### src/rtl/lic_pkg.sv
package lic_pkg;
    // ---------------------------------------------------------------
    // Delivery modes
    // ---------------------------------------------------------------
    localparam logic [2:0] DM_FIXED  = 3'h0;  // Fixed vector
    localparam logic [2:0] DM_LOWPRI = 3'h1;  // Lowest priority
    localparam logic [2:0] DM_SMI    = 3'h2;  // System management
    localparam logic [2:0] DM_RREAD  = 3'h3;  // Remote read
    localparam logic [2:0] DM_NMI    = 3'h4;  // Non-maskable
    localparam logic [2:0] DM_INIT   = 3'h5;  // Processor init
    localparam logic [2:0] DM_START  = 3'h6;  // Start-up
    localparam logic [2:0] DM_EXTINT = 3'h7;  // External vector

    // ---------------------------------------------------------------
    // Local vector table layout
    // ---------------------------------------------------------------
    localparam int         NUM_LVT   = 5;     // Entry count
    localparam int         LVT_LINT0 = 0;     // Pin input 0
    localparam int         LVT_LOCAL_INTERRUPT_INPUT_1 = 1;     // Pin input 1
    localparam int         LVT_PERF  = 2;     // Counter overflow
    localparam int         LVT_THERM = 3;     // Thermal sensor
    localparam int         LVT_ERR   = 4;     // Error entry
    localparam logic [4:0] MASK_ALL  = 5'h1f; // Every entry masked
    localparam logic [4:0] PEND_NONE = 5'h00; // Nothing pending

    // ---------------------------------------------------------------
    // Identifier and destination widths
    // ---------------------------------------------------------------
    localparam logic [7:0] ID_MASK_BASE = 8'h0f; // 4-bit identifier
    localparam logic [7:0] ID_MASK_EXT  = 8'hff; // 8-bit identifier
    localparam logic [7:0] DEST_BCAST   = 8'hff; // Physical broadcast
    localparam logic [3:0] CLU_BCAST    = 4'hf;  // All clusters
    localparam int         ESR_W        = 8;     // Error status width
    localparam logic [7:0] ESR_CLEAR    = 8'h00; // Cleared status

    // ---------------------------------------------------------------
    // Logical destination formats
    // ---------------------------------------------------------------
    localparam logic [1:0] FMT_FLAT     = 2'h0;  // Flat bit mask
    localparam logic [1:0] FMT_FLATCLU  = 2'h1;  // Flat cluster
    localparam logic [1:0] FMT_HIERCLU  = 2'h2;  // Hierarchical cluster

    // Message on the inter-controller bus
    typedef struct packed {
        logic [2:0] mode;     // Delivery mode
        logic [7:0] vector;   // Vector number
        logic       logical;  // Logical destination
        logic [7:0] dest;     // Destination field
        logic       level;    // Level triggered
        logic       assert_;  // Assert, low for deassert
    } lic_msg_t;

    // One local vector table entry, mask kept apart
    typedef struct packed {
        logic [2:0] mode;      // Delivery mode
        logic [7:0] vector;    // Vector number
        logic       level;     // Level triggered
        logic       activeLow; // Pin polarity
    } lic_lvt_t;

    // Signals toward the processor core
    typedef struct packed {
        logic       irq;          // Vectored request held
        logic [7:0] vector;       // Vector of held request
        logic       level;        // Held request is level
        logic       nmi;          // Non-maskable pulse
        logic       system_management_interrupt;          // System management pulse
        logic       init;         // Init pulse
        logic       initDeassert; // Init deassert pulse
        logic       startup;      // Start-up pulse
        logic [7:0] startVec;     // Start-up vector
    } lic_core_t;
endpackage : lic_pkg

### src/rtl/lic_core.sv
`timescale 1ns/10ps
// Notes on behaviour
// - Disable sets all table masks, keeps rest
// - Disabled: accept only init, SYSTEM_MANAGEMENT_INTERRUPT, NMI, start-up
// - NMI and init always edge, except deassert
// - Command messages go edge, except init deassert
// - Logical identifier is eight bits
// - Identifier four bits base, eight extended
// - Extended variant refuses remote read
// - Lowest priority: join only with free slot
// - Logical mode matches cluster addresses
// - Software switch for focus checking
// - Both pin inputs have programmable polarity
// - Commands may send system management messages
// - Error status logs errors, raises interrupt
// - Table entry for counter overflow interrupts
// - Extended variant has thermal entry
// - Extended variant has no focus delivery
// - Extended variant lacks flat cluster format
module lic_core #(
    parameter bit EXTENDED = 1'b0                       // Variant select
) (
    input  wire logic                         clk,
    input  wire logic                         rst,
    input  wire logic                         swEnable,      // Software enable flag
    input  wire lic_pkg::lic_lvt_t [4:0]      lvtCfg,        // Table entries
    input  wire logic                         lvtMaskWr,     // Mask write strobe
    input  wire logic [4:0]                   lvtMaskIn,     // Mask write data
    input  wire logic [7:0]                   localId,       // Controller identifier
    input  wire logic [7:0]                   logicalId,     // Logical identifier
    input  wire logic [1:0]                   destFmt,       // Logical format
    input  wire logic                         focusCheckEn,  // Focus checking on
    input  wire logic [1:0]                   lintPin,       // Pin inputs, async
    input  wire logic                         perfOverflow,  // Counter overflow event
    input  wire logic                         thermEvent,    // Thermal event
    input  wire logic [7:0]                   errIn,         // Error event bits
    input  wire logic                         esrClear,      // Clear error status
    input  wire logic                         coreAck,       // Core took held request
    input  wire logic                         msgValid,      // Inbound message strobe
    input  wire lic_pkg::lic_msg_t            msgIn,         // Inbound message
    input  wire logic                         arbDone,       // Arbitration result strobe
    input  wire logic                         arbWon,        // This unit won
    input  wire logic                         cmdValid,      // Command strobe
    input  wire lic_pkg::lic_msg_t            cmdIn,         // Command message
    output lic_pkg::lic_core_t                coreOut,       // Toward core
    output logic                              msgAck,        // Inbound accepted
    output logic                              msgNack,       // Inbound refused
    output logic                              arbJoin,       // Joins arbitration
    output logic                              focusClaim,    // Claimed as focus
    output logic                              rrValid,       // Remote read answer
    output logic [7:0]                        rrData,        // Remote read data
    output logic                              msgOutValid,   // Outbound strobe
    output lic_pkg::lic_msg_t                 msgOut,        // Outbound message
    output logic                              cmdRefused,    // Command dropped
    output logic [7:0]                        esrOut,        // Error status
    output logic [4:0]                        lvtMaskOut     // Current masks
);
    // ---------------------------------------------------------------
    // Pin synchronisers
    // ---------------------------------------------------------------
    logic [1:0] pinMeta_r;   // First stage, read by second only
    logic [1:0] pinSync_r;   // Second stage
    logic [1:0] pinPrev_r;   // Previous active level
    logic [1:0] pinAct;      // Active level after polarity
    logic [1:0] pinMeta_nxt;
    logic [1:0] pinSync_nxt;
    logic [1:0] pinPrev_nxt;

    // Next values for the synchroniser group
    always_comb begin
        pinMeta_nxt = lintPin;
        pinSync_nxt = pinMeta_r;
        pinAct[0]   = pinSync_r[0] ^ lvtCfg[lic_pkg::LVT_LINT0].activeLow;
        pinAct[1]   = pinSync_r[1] ^ lvtCfg[lic_pkg::LVT_LOCAL_INTERRUPT_INPUT_1].activeLow;
        pinPrev_nxt = pinAct;
    end

    // Register the synchroniser group
    always_ff @(posedge clk) begin
        if (rst) begin
            pinMeta_r <= 2'h0;
            pinSync_r <= 2'h0;
            pinPrev_r <= 2'h0;
        end else begin
            pinMeta_r <= pinMeta_nxt;
            pinSync_r <= pinSync_nxt;
            pinPrev_r <= pinPrev_nxt;
        end
    end

    // ---------------------------------------------------------------
    // Helper functions
    // ---------------------------------------------------------------
    // Destination match, physical or logical
    function automatic logic destMatch(input lic_pkg::lic_msg_t m);
        logic [7:0] idMask;
        idMask = EXTENDED ? lic_pkg::ID_MASK_EXT : lic_pkg::ID_MASK_BASE;
        if (!m.logical) begin
            destMatch = (m.dest == lic_pkg::DEST_BCAST) || ((m.dest & idMask) == (localId & idMask));
        end else if (destFmt == lic_pkg::FMT_FLAT) begin
            destMatch = |(m.dest & logicalId);
        end else if (destFmt == lic_pkg::FMT_FLATCLU && EXTENDED) begin
            destMatch = 1'b0;
        end else begin
            destMatch = ((m.dest[7:4] == logicalId[7:4]) || (m.dest[7:4] == lic_pkg::CLU_BCAST))
                        && |(m.dest[3:0] & logicalId[3:0]);
        end
    endfunction : destMatch

    // Lowest numbered pending entry
    function automatic logic [2:0] firstPend(input logic [4:0] p);
        firstPend = 3'h0;
        for (int i = lic_pkg::NUM_LVT - 1; i >= 0; i--) begin
            if (p[i]) begin
                firstPend = 3'(i);
            end
        end
    endfunction : firstPend

    // ---------------------------------------------------------------
    // Main state
    // ---------------------------------------------------------------
    lic_pkg::lic_core_t core_r,    core_nxt;     // Core outputs
    lic_pkg::lic_msg_t  msgOut_r,  msgOut_nxt;   // Outbound message
    logic [4:0]         mask_r,    mask_nxt;     // Table masks
    logic [4:0]         pend_r,    pend_nxt;     // Pending local events
    logic [7:0]         esr_r,     esr_nxt;      // Error status
    logic               lpHeld_r,  lpHeld_nxt;   // Lowest priority waiting
    logic [7:0]         lpVec_r,   lpVec_nxt;    // Its vector
    logic               ack_r,     ack_nxt;
    logic               nack_r,    nack_nxt;
    logic               join_r,    join_nxt;
    logic               focus_r,   focus_nxt;
    logic               rrv_r,     rrv_nxt;
    logic [7:0]         rrd_r,     rrd_nxt;
    logic               mov_r,     mov_nxt;
    logic               refuse_r,  refuse_nxt;
    logic [4:0]         events;                  // Local events this cycle
    logic [2:0]         sel;                     // Entry being served
    lic_pkg::lic_lvt_t  selCfg;                  // Its configuration
    logic               msgOk;                   // Message addressed and allowed

    // Next values for the main group
    always_comb begin
        core_nxt   = core_r;
        msgOut_nxt = msgOut_r;
        lpHeld_nxt = lpHeld_r;
        lpVec_nxt  = lpVec_r;
        ack_nxt    = 1'b0;
        nack_nxt   = 1'b0;
        join_nxt   = 1'b0;
        focus_nxt  = 1'b0;
        rrv_nxt    = 1'b0;
        rrd_nxt    = rrd_r;
        mov_nxt    = 1'b0;
        refuse_nxt = 1'b0;
        core_nxt.nmi          = 1'b0;
        core_nxt.system_management_interrupt          = 1'b0;
        core_nxt.init         = 1'b0;
        core_nxt.initDeassert = 1'b0;
        core_nxt.startup      = 1'b0;
        if (coreAck) begin
            core_nxt.irq = 1'b0;
        end

        // Masks: software writes, forced set while disabled
        mask_nxt = lvtMaskWr ? lvtMaskIn : mask_r;
        if (!swEnable) begin
            mask_nxt = lic_pkg::MASK_ALL;
        end

        // Error status, new error wins over clear
        esr_nxt = esrClear ? lic_pkg::ESR_CLEAR : esr_r;
        esr_nxt = esr_nxt | errIn;

        // Local events; level pins in fixed mode re-pend while active
        events = lic_pkg::PEND_NONE;
        for (int i = 0; i < 2; i++) begin
            events[i] = (lvtCfg[i].level && lvtCfg[i].mode == lic_pkg::DM_FIXED) ? pinAct[i]
                        : (pinAct[i] && !pinPrev_r[i]);
        end
        events[lic_pkg::LVT_PERF]  = perfOverflow;
        events[lic_pkg::LVT_THERM] = EXTENDED && thermEvent;
        events[lic_pkg::LVT_ERR]   = |(errIn & ~esr_r);
        pend_nxt = (pend_r | events) & ~mask_r;

        // Serve one local entry
        sel    = firstPend(pend_nxt);
        selCfg = lvtCfg[sel];
        if (pend_nxt != lic_pkg::PEND_NONE) begin
            unique case (selCfg.mode)
                lic_pkg::DM_NMI: begin
                    core_nxt.nmi  = 1'b1;
                    pend_nxt[sel] = 1'b0;
                end
                lic_pkg::DM_SMI: begin
                    core_nxt.system_management_interrupt  = 1'b1;
                    pend_nxt[sel] = 1'b0;
                end
                lic_pkg::DM_INIT: begin
                    core_nxt.init = 1'b1;
                    pend_nxt[sel] = 1'b0;
                end
                default: begin
                    if (!core_nxt.irq) begin
                        core_nxt.irq    = 1'b1;
                        core_nxt.vector = selCfg.vector;
                        core_nxt.level  = selCfg.level && selCfg.mode == lic_pkg::DM_FIXED;
                        pend_nxt[sel]   = 1'b0;
                    end
                end
            endcase
        end

        // Arbitration result for a held lowest priority request
        if (arbDone && lpHeld_r) begin
            lpHeld_nxt = 1'b0;
            if (arbWon && !core_nxt.irq) begin
                core_nxt.irq    = 1'b1;
                core_nxt.vector = lpVec_r;
                core_nxt.level  = 1'b0;
            end
        end

        // Inbound message
        msgOk = msgValid && destMatch(msgIn) && (swEnable || msgIn.mode == lic_pkg::DM_INIT
                || msgIn.mode == lic_pkg::DM_SMI || msgIn.mode == lic_pkg::DM_NMI
                || msgIn.mode == lic_pkg::DM_START);
        if (msgValid && destMatch(msgIn) && !msgOk) begin
            nack_nxt = 1'b1;
        end
        if (msgOk) begin
            ack_nxt = 1'b1;
            unique case (msgIn.mode)
                lic_pkg::DM_LOWPRI: begin
                    if (!EXTENDED && focusCheckEn && core_r.irq && core_r.vector == msgIn.vector) begin
                        focus_nxt = 1'b1;
                    end else if (!core_nxt.irq && !lpHeld_nxt) begin
                        join_nxt   = 1'b1;
                        lpHeld_nxt = 1'b1;
                        lpVec_nxt  = msgIn.vector;
                    end else begin
                        ack_nxt  = 1'b0;
                        nack_nxt = 1'b1;
                    end
                end
                lic_pkg::DM_RREAD: begin
                    if (EXTENDED) begin
                        ack_nxt  = 1'b0;
                        nack_nxt = 1'b1;
                    end else begin
                        rrv_nxt = 1'b1;
                        rrd_nxt = logicalId;
                    end
                end
                lic_pkg::DM_NMI: begin
                    core_nxt.nmi = 1'b1;
                end
                lic_pkg::DM_SMI: begin
                    core_nxt.system_management_interrupt = 1'b1;
                end
                lic_pkg::DM_INIT: begin
                    if (msgIn.level && !msgIn.assert_) begin
                        core_nxt.initDeassert = 1'b1;
                    end else begin
                        core_nxt.init = 1'b1;
                    end
                end
                lic_pkg::DM_START: begin
                    core_nxt.startup  = 1'b1;
                    core_nxt.startVec = msgIn.vector;
                end
                default: begin
                    if (!core_nxt.irq) begin
                        core_nxt.irq    = 1'b1;
                        core_nxt.vector = msgIn.vector;
                        core_nxt.level  = msgIn.level;
                    end else begin
                        ack_nxt  = 1'b0;
                        nack_nxt = 1'b1;
                    end
                end
            endcase
        end

        // Outbound command, including system management
        if (cmdValid) begin
            if (EXTENDED && cmdIn.mode == lic_pkg::DM_RREAD) begin
                refuse_nxt = 1'b1;
            end else begin
                mov_nxt          = 1'b1;
                msgOut_nxt       = cmdIn;
                msgOut_nxt.level = cmdIn.mode == lic_pkg::DM_INIT && !cmdIn.assert_;
            end
        end
    end

    // Register the main group
    always_ff @(posedge clk) begin
        if (rst) begin
            core_r   <= '0;
            msgOut_r <= '0;
            mask_r   <= lic_pkg::MASK_ALL;
            pend_r   <= lic_pkg::PEND_NONE;
            esr_r    <= lic_pkg::ESR_CLEAR;
            lpHeld_r <= 1'b0;
            lpVec_r  <= 8'h00;
            ack_r    <= 1'b0;
            nack_r   <= 1'b0;
            join_r   <= 1'b0;
            focus_r  <= 1'b0;
            rrv_r    <= 1'b0;
            rrd_r    <= 8'h00;
            mov_r    <= 1'b0;
            refuse_r <= 1'b0;
        end else begin
            core_r   <= core_nxt;
            msgOut_r <= msgOut_nxt;
            mask_r   <= mask_nxt;
            pend_r   <= pend_nxt;
            esr_r    <= esr_nxt;
            lpHeld_r <= lpHeld_nxt;
            lpVec_r  <= lpVec_nxt;
            ack_r    <= ack_nxt;
            nack_r   <= nack_nxt;
            join_r   <= join_nxt;
            focus_r  <= focus_nxt;
            rrv_r    <= rrv_nxt;
            rrd_r    <= rrd_nxt;
            mov_r    <= mov_nxt;
            refuse_r <= refuse_nxt;
        end
    end

    // ---------------------------------------------------------------
    // Outputs, all from flip-flops
    // ---------------------------------------------------------------
    assign coreOut     = core_r;
    assign msgAck      = ack_r;
    assign msgNack     = nack_r;
    assign arbJoin     = join_r;
    assign focusClaim  = focus_r;
    assign rrValid     = rrv_r;
    assign rrData      = rrd_r;
    assign msgOutValid = mov_r;
    assign msgOut      = msgOut_r;
    assign cmdRefused  = refuse_r;
    assign esrOut      = esr_r;
    assign lvtMaskOut  = mask_r;
endmodule : lic_core

### config.mk
export PLATFORM = sky130hd
export DESIGN_NAME = lic_core
export DESIGN_NICKNAME = d
export VERILOG_FILES = /design/src/rtl/lic_pkg.sv /design/src/rtl/lic_core.sv
export SDC_FILE = /design/constraint.sdc
export NUM_CORES = 1
export LEC_CHECK = 0
export BUFFER_PORTS_ARGS = -buffer_cell sky130_fd_sc_hd__buf_2
export CAP_MARGIN = 20
export CORE_MARGIN = 1.5
export CORE_UTILIZATION = 30
export CTS_CLUSTER_DIAMETER = 100
export DETAILED_ROUTE_END_ITERATION = 7
export PLACE_DENSITY = 0.55
export SLEW_MARGIN = 20
export SYNTH_ARGS = -nofsm -noshare
export SYNTH_HDL_FRONTEND = slang
export SYNTH_SLANG_ARGS = --single-unit
### constraint.sdc
create_clock -name clk -period 9 [get_ports clk]
set_input_delay 0.45 -clock clk [delete_from_list [all_inputs] [get_ports clk]]
set_output_delay 0.45 -clock clk [all_outputs]
set_load 0.01 [all_outputs]
**Word level (Yosys, flattened, before mapping)**

Cells that the tools add are included.

- Output and inout port bits: 73
- Word-level logic and storage cells: 167
- Register bits: 92
- Bits of input ports: 155

- Equal/unequal tests: 15
- Mux-type cells: 53
- Bitwise logic cells: 17
- Reduce and logical (&&, ||, !) cells: 50
- Magnitude comparators: 2

Operator list:

| kind | number |
|---|---|
| $mux W10 | 4 |
| $bmux W13 S3 | 1 |
| $mux W1 | 29 |
| $mux W9 | 3 |
| $mux W13 | 2 |
| $mux W23 | 1 |
| $eq A3 B3 Y1 const B | 6 |
| $logic_and A1 B1 Y1 | 17 |
| $and A8 B8 Y8 | 2 |
| $reduce_or A8 Y1 | 2 |
| $mux W3 | 5 |
| $mux W5 | 3 |
| $and A5 B5 Y5 | 2 |
| $not A5 Y5 | 2 |
| $eq A3 B2 Y1 const B | 3 |
| $logic_not A3 Y1 | 3 |
| $reduce_or A3 Y1 | 3 |
| $eq A4 B4 Y1 | 2 |
| $eq A8 B8 Y1 | 1 |
| $eq A8 B8 Y1 const B | 1 |
| $logic_not A1 Y1 | 8 |
| $mux W8 | 1 |
| $not A8 Y8 | 1 |
| $or A8 B8 Y8 | 1 |
| other kinds (20) | 34 |

**Depth between registers and ports, before layout**

- Depth in word-level cells: 27
- Depth in mapped cells: 14
- Gate-level depth less buffers: 10

**Least setup slack after synthesis**

OpenSTA, ideal clock, no wires.

- Path kind: input -> register
- From: input lvtCfg[23] (netlist bit)
- To: register core_r (netlist bit coreOut[17])
- Data arrival time: 3.287 ns
- Path slack: 5.625 ns
- Path buffers: 4
- Data required time: 8.912 ns
- Stages on the path: 13
- Setup time: 0.088 ns
- Path through: or4b_1 > a221oi_2 > buf_6 > a211oi_1 > a211oi_1 > o31a_1 > and3b_1 > buf_4 > nor3_2 > or4_4 > buf_6 > buf_6 > a311oi_2

- Longest elaborated chain between the ends: 20
- Elaborated cells between the ends (all ways): 24
- Those cells by class: 3 x eq/ne; 13 x mux; 2 x bitwise; 6 x reduce/logical

RTL lines:

| what | RTL line | text |
|---|---|---|
| start: declaration | lic_core.sv:26 | `input wire lic_pkg::lic_lvt_t [4:0] lvtCfg,` |
| $logic_not A3 Y1 | lic_core.sv:179 | `events[i] = (lvtCfg[i].level && lvtCfg[i].mode == lic_pkg::DM_FIXED) ? pinAct[i]` |
| $logic_and A1 B1 Y1 | lic_core.sv:179 |  |
| $mux W1 | lic_core.sv:179 |  |
| $or A5 B5 Y5 | lic_core.sv:185 | `pend_nxt = (pend_r \| events) & ~mask_r;` |
| $and A5 B5 Y5 | lic_core.sv:185 |  |
| $mux W3 (2 in series) | lic_core.sv:114 | `if (p[i]) begin` |
| $bmux W13 S3 | lic_core.sv:189 | `selCfg = lvtCfg[sel];` |
| $mux W13 (not written as such) | lic_core.sv:189 |  |
| [... 3 more ...] | - |  |
| $mux W13 (*) | lic_core.sv:190 | `if (pend_nxt != lic_pkg::PEND_NONE) begin` |
| $logic_not A1 Y1 | lic_core.sv:218 | `if (arbWon && !core_nxt.irq) begin` |
| $logic_and A1 B1 Y1 | lic_core.sv:218 |  |
| $mux W10 | lic_core.sv:218 |  |
| $mux W10 (*) | lic_core.sv:216 | `if (arbDone && lpHeld_r) begin` |
| $mux W9 | lic_core.sv:274 | `if (!core_nxt.irq) begin` |
| $mux W10 | lic_core.sv:234 | `unique case (msgIn.mode)` |
| $mux W23 (*) | lic_core.sv:232 | `if (msgOk) begin` |
| end signal: assignment | lic_core.sv:317 | `core_r <= core_nxt;` |
| end: declaration | lic_core.sv:123 | `lic_pkg::lic_core_t core_r, core_nxt;` |

Mark *: on every way between the ends. The rest lies on a longest branch, timed or not. The select of a mux whose other input is x is not followed.
A chain may end at the register's enable or synchronous reset.

**Worst setup path in the final report**

- From: input lvtCfg[23] (netlist bit)
- To: register core_r (netlist bit coreOut[13])

The elaborated chain is that of the path after synthesis.

==> impl_metrics.py <==
metrics = {
    "outcome": {
        "status": "finished, violations left",
        "violations": "design-rule violations",
    },
    "cts": {
        "htree_levels": 3,
        "cts_sinks": 92,
        "cts_tree": "done",
        "cts-root-buf": "clkbuf_16",
        "clock_latency_ns": 0.35,
        "cts_resized": 0,
        "cts_hold_buf": 0,
        "cts_setup_buffers": 0,
        "clk_pin_slew_worst_paths_ns": 0.06,
        "numCtsBuffers": 9,
        "cts_buffer_depth": 2,
    },
    "timing": {
        "worstMarginPinSlew_ns": 0.992,
        "finalCritPeriodShare": 0.484,
        "finalSetupViolCount": 0,
        "period_minus_slack_ns": 4.35,
        "fin_ws_ns": 4.65,
        "slew_headroom": 0.334,
        "rsz0062_at_grt": "no",
        "drv_slew": 0,
        "hold_violations": 0,
        "fin_skew_ns": 0.00595,
        "finalSetupTns_ns": 0,
        "fmax_ghz": 0.230,
    },
    "global_route": {
        "grt.overflow.total": 0,
        "antenna_found_initial": 0,
        "grtUsageTotal": 0.167,
        "grt_start_max_net_pins": 86,
        "grt_pass1_wl_mm": 21.3,
        "grt_pass1_vias": 4345,
    },
    "critical_path": {
        "arrival_ns": 4.54,
        "endpoint_kind": "flop",
        "max_stage_delay_ns": 0.87,
        "crit_path_start_kind": "input port",
        "cp_data_required_time_ns": 9.19,
        "critPathMaxFanout": 23,
        "path_cells": "buf_2 > or4b_1 > a221oi_2 > nor4_2 > and2_4 > o31ai_1 > and3b_1 > nor4_4 > mux2_2 > nand3_1 > a21oi_1",
        "critPathKind": "input port to flop",
        "crit_slowest_cell": "nor4_4",
        "reg2reg_depth": 10,
    },
    "drt": {
        "wl_mm": 13.1,
        "drt_iter0_drc": 169,
        "ant_nets": 0,
        "routedWlPerCell_um": 14.7,
        "drc": 13,
        "drt-met1-wl_mm": 5.83,
        "wl_met2_mm": 6.27,
        "firstDrtPassIters": 7,
        "viasPerCell": 4.96,
        "met3WireLength_um": 796,
        "num_vias": 4417,
        "highest_layer": "met4",
    },
    "die": {
        "boundaryPins": 228,
        "num_rows": 44,
        "dieArea_um2": 15800,
        "die_w_um": 126,
        "core_um2": 14600,
        "start_util": 0.309,
        "die_y_um": 126,
    },
    "power": {
        "p_sw_uw": 248,
        "cellPowerDensity_nw_per_um2": 160,
        "total_power_uw": 965,
        "leakagePower_nw": 2.71,
        "ir_drop_mv": 0.0966,
        "switching_share": 0.257,
        "seqPwrFrac": 0.451,
        "combPwrFrac": 0.154,
        "p_int_uw": 717,
        "clkPwrFrac": 0.395,
    },
    "placement": {
        "portBuffers": 217,
        "post-place-ws_ns": 4.35,
        "hpwl_mm": 10.1,
        "gp_congestion": 0.810,
    },
    "logic_synthesis": {
        "ys.flop_type": "dfxtp_1",
        "syn_area_um2": 4520,
        "synth-seq-cells": 92,
        "synth_area_leader_cell": "dfxtp_1",
        "post_synth_main_area_contributors": "dfxtp_1, mux2i_1, nor2_1",
        "synth_top_area_frac": 0.408,
        "synth_edf_count": 0,
        "async_flop_share": 0,
        "ys_types": 59,
        "synth_area_per_cell_um2": 9.04,
        "synth_nets": 659,
        "synth_seq_area_share": 0.408,
        "synth_warnings": 0,
        "synthCells": 500,
    },
    "min_path": {
        "whs_path_depth": 2,
        "min_path_type": "input port to flop",
    },
    "final_layout": {
        "utilization": 0.411,
        "fin_nets": 861,
        "n_fill_cell": 1508,
        "drive_gt1_frac": 0.370,
        "antenna_cells": 0,
        "syn_to_final_growth_pct": 33.3,
    },
    "flow_run": {
        "maxCapViolCount": 0,
    },
}
[cell usage after synthesis, types with 2 or more instances]
cell,n
nand4_1,5
nor3_1,8
a311oi_2,8
xnor2_1,14
nor2_1,82
o211ai_1,8
ha_1,4
nor4_1,2
and2_1,9
nand2b_1,10
buf_2,3
and3_1,3
nand2_1,29
dfxtp_1,92
a311oi_1,2
clkbuf_1,18
a21oi_1,31
nor4b_1,3
nor2b_1,13
o41ai_1,2
buf_6,3
mux2i_1,59
a22oi_1,2
inv_1,10
buf_4,2
a31oi_1,2
or2_2,4
nand3_1,9
buf_1,3
o21ai_0,5
or3_1,3
a211oi_1,24
o31ai_1,2
[registers in the layout, indices dropped and copies added, names as in the netlist]
signal,cells
coreOut,23
msgOut,22
esrOut,8
lpVec_r,8
rrData,8
lvtMaskOut,5
pend_r,5
pinMeta_r,2
pinPrev_r,2
pinSync_r,2
arbJoin,1
focusClaim,1
lpHeld_r,1
msgAck,1
msgNack,1
msgOutValid,1
rrValid,1
[per-layer routing]
| layer | GRT usage | up-vias |
|---|---|---|
| li1 | - | 2187 |
| met1 | 0.203 | 2081 |
| met5 | 0 | - |
| met2 | 0.289 | 135 |
| met4 | 0.0465 | 0 |
| met3 | 0.0476 | 14 |
[through the flow]
step | instances | instance area [um2] | hold slack (ns)
after global routing | 890 | 6020 | 0.297
after global placement | 875 | 5730 | 0.424
final | 890 | 6020 | 0.307
after floorplan | 500 | 4520 | 0.414
after detailed placement | 875 | 5730 | 0.426
after CTS | 890 | 6020 | 0.292
[kinds of logic (layout without fill, tap and decap cells)]
kind of cell	count (synthesis)	count (layout)	share of synthesized area
simple gates	193	193	0.215
compound gates	97	97	0.165
flops	92	92	0.408
mux	60	60	0.133
buf+inv	39	245	0.0399
xor+xnor	14	14	0.0271
fa+ha+maj	4	4	0.0111
other cells	1	1	0.000830
[path summary, 6_finish.rpt]
kind / slack [ns] / from / end
max: 4.65 / lvtCfg[23] / coreOut[13]
min: 0.31 / lintPin[0] / pinMeta_r[0]
max reg2reg: 4.91 / pinSync_r[1] / coreOut[13]
min reg2reg: 0.44 / pinMeta_r[1] / pinSync_r[1]
[cell type report]
class / instances / area, um2 / area share
multi-input cells: 369 / 2510 / 0.417
flip-flops and latches: 92 / 1840 / 0.306
repair buffers: 220 / 1110 / 0.184
clock buffers: 12 / 246 / 0.0409
well taps: 184 / 230 / 0.0382
clock inverters: 3 / 46.3 / 0.00769
inverters: 10 / 37.5 / 0.00623
[power groups by stage]
stage	logic [mW]	registers, mW	clock network, mW
finish	0.149	0.435	0.381
global route	0.164	0.437	0.412
CTS	0.150	0.435	0.398
detailed placement	0.150	0.444	0
global placement	0.146	0.444	0
floorplan	0.0773	0.449	0
[worst max-delay path: cells and delay by family]
kind            cells  cell delay, ns
simple gates        6            2.32
compound gates      3            1.24
mux                 1            0.41
buf+inv             1            0.10
[cell usage in the layout (no fill, tap or decap), types with 3 or more instances in the layout]
cell type / instances
buf_2: 217
dfxtp_1: 92
nor2_1: 82
mux2i_1: 59
a21oi_1: 31
nand2_1: 29
a211oi_1: 24
xnor2_1: 14
nor2b_1: 13
nand2b_1: 10
inv_1: 10
nand3_1: 9
and2_1: 9
clkbuf_16: 9
nor3_1: 8
o211ai_1: 8
a311oi_2: 8
nand4_1: 5
o21ai_0: 5
or2_2: 4
ha_1: 4
and3_1: 3
or3_1: 3
buf_4: 3
Power figures use the tool's default switching activity.
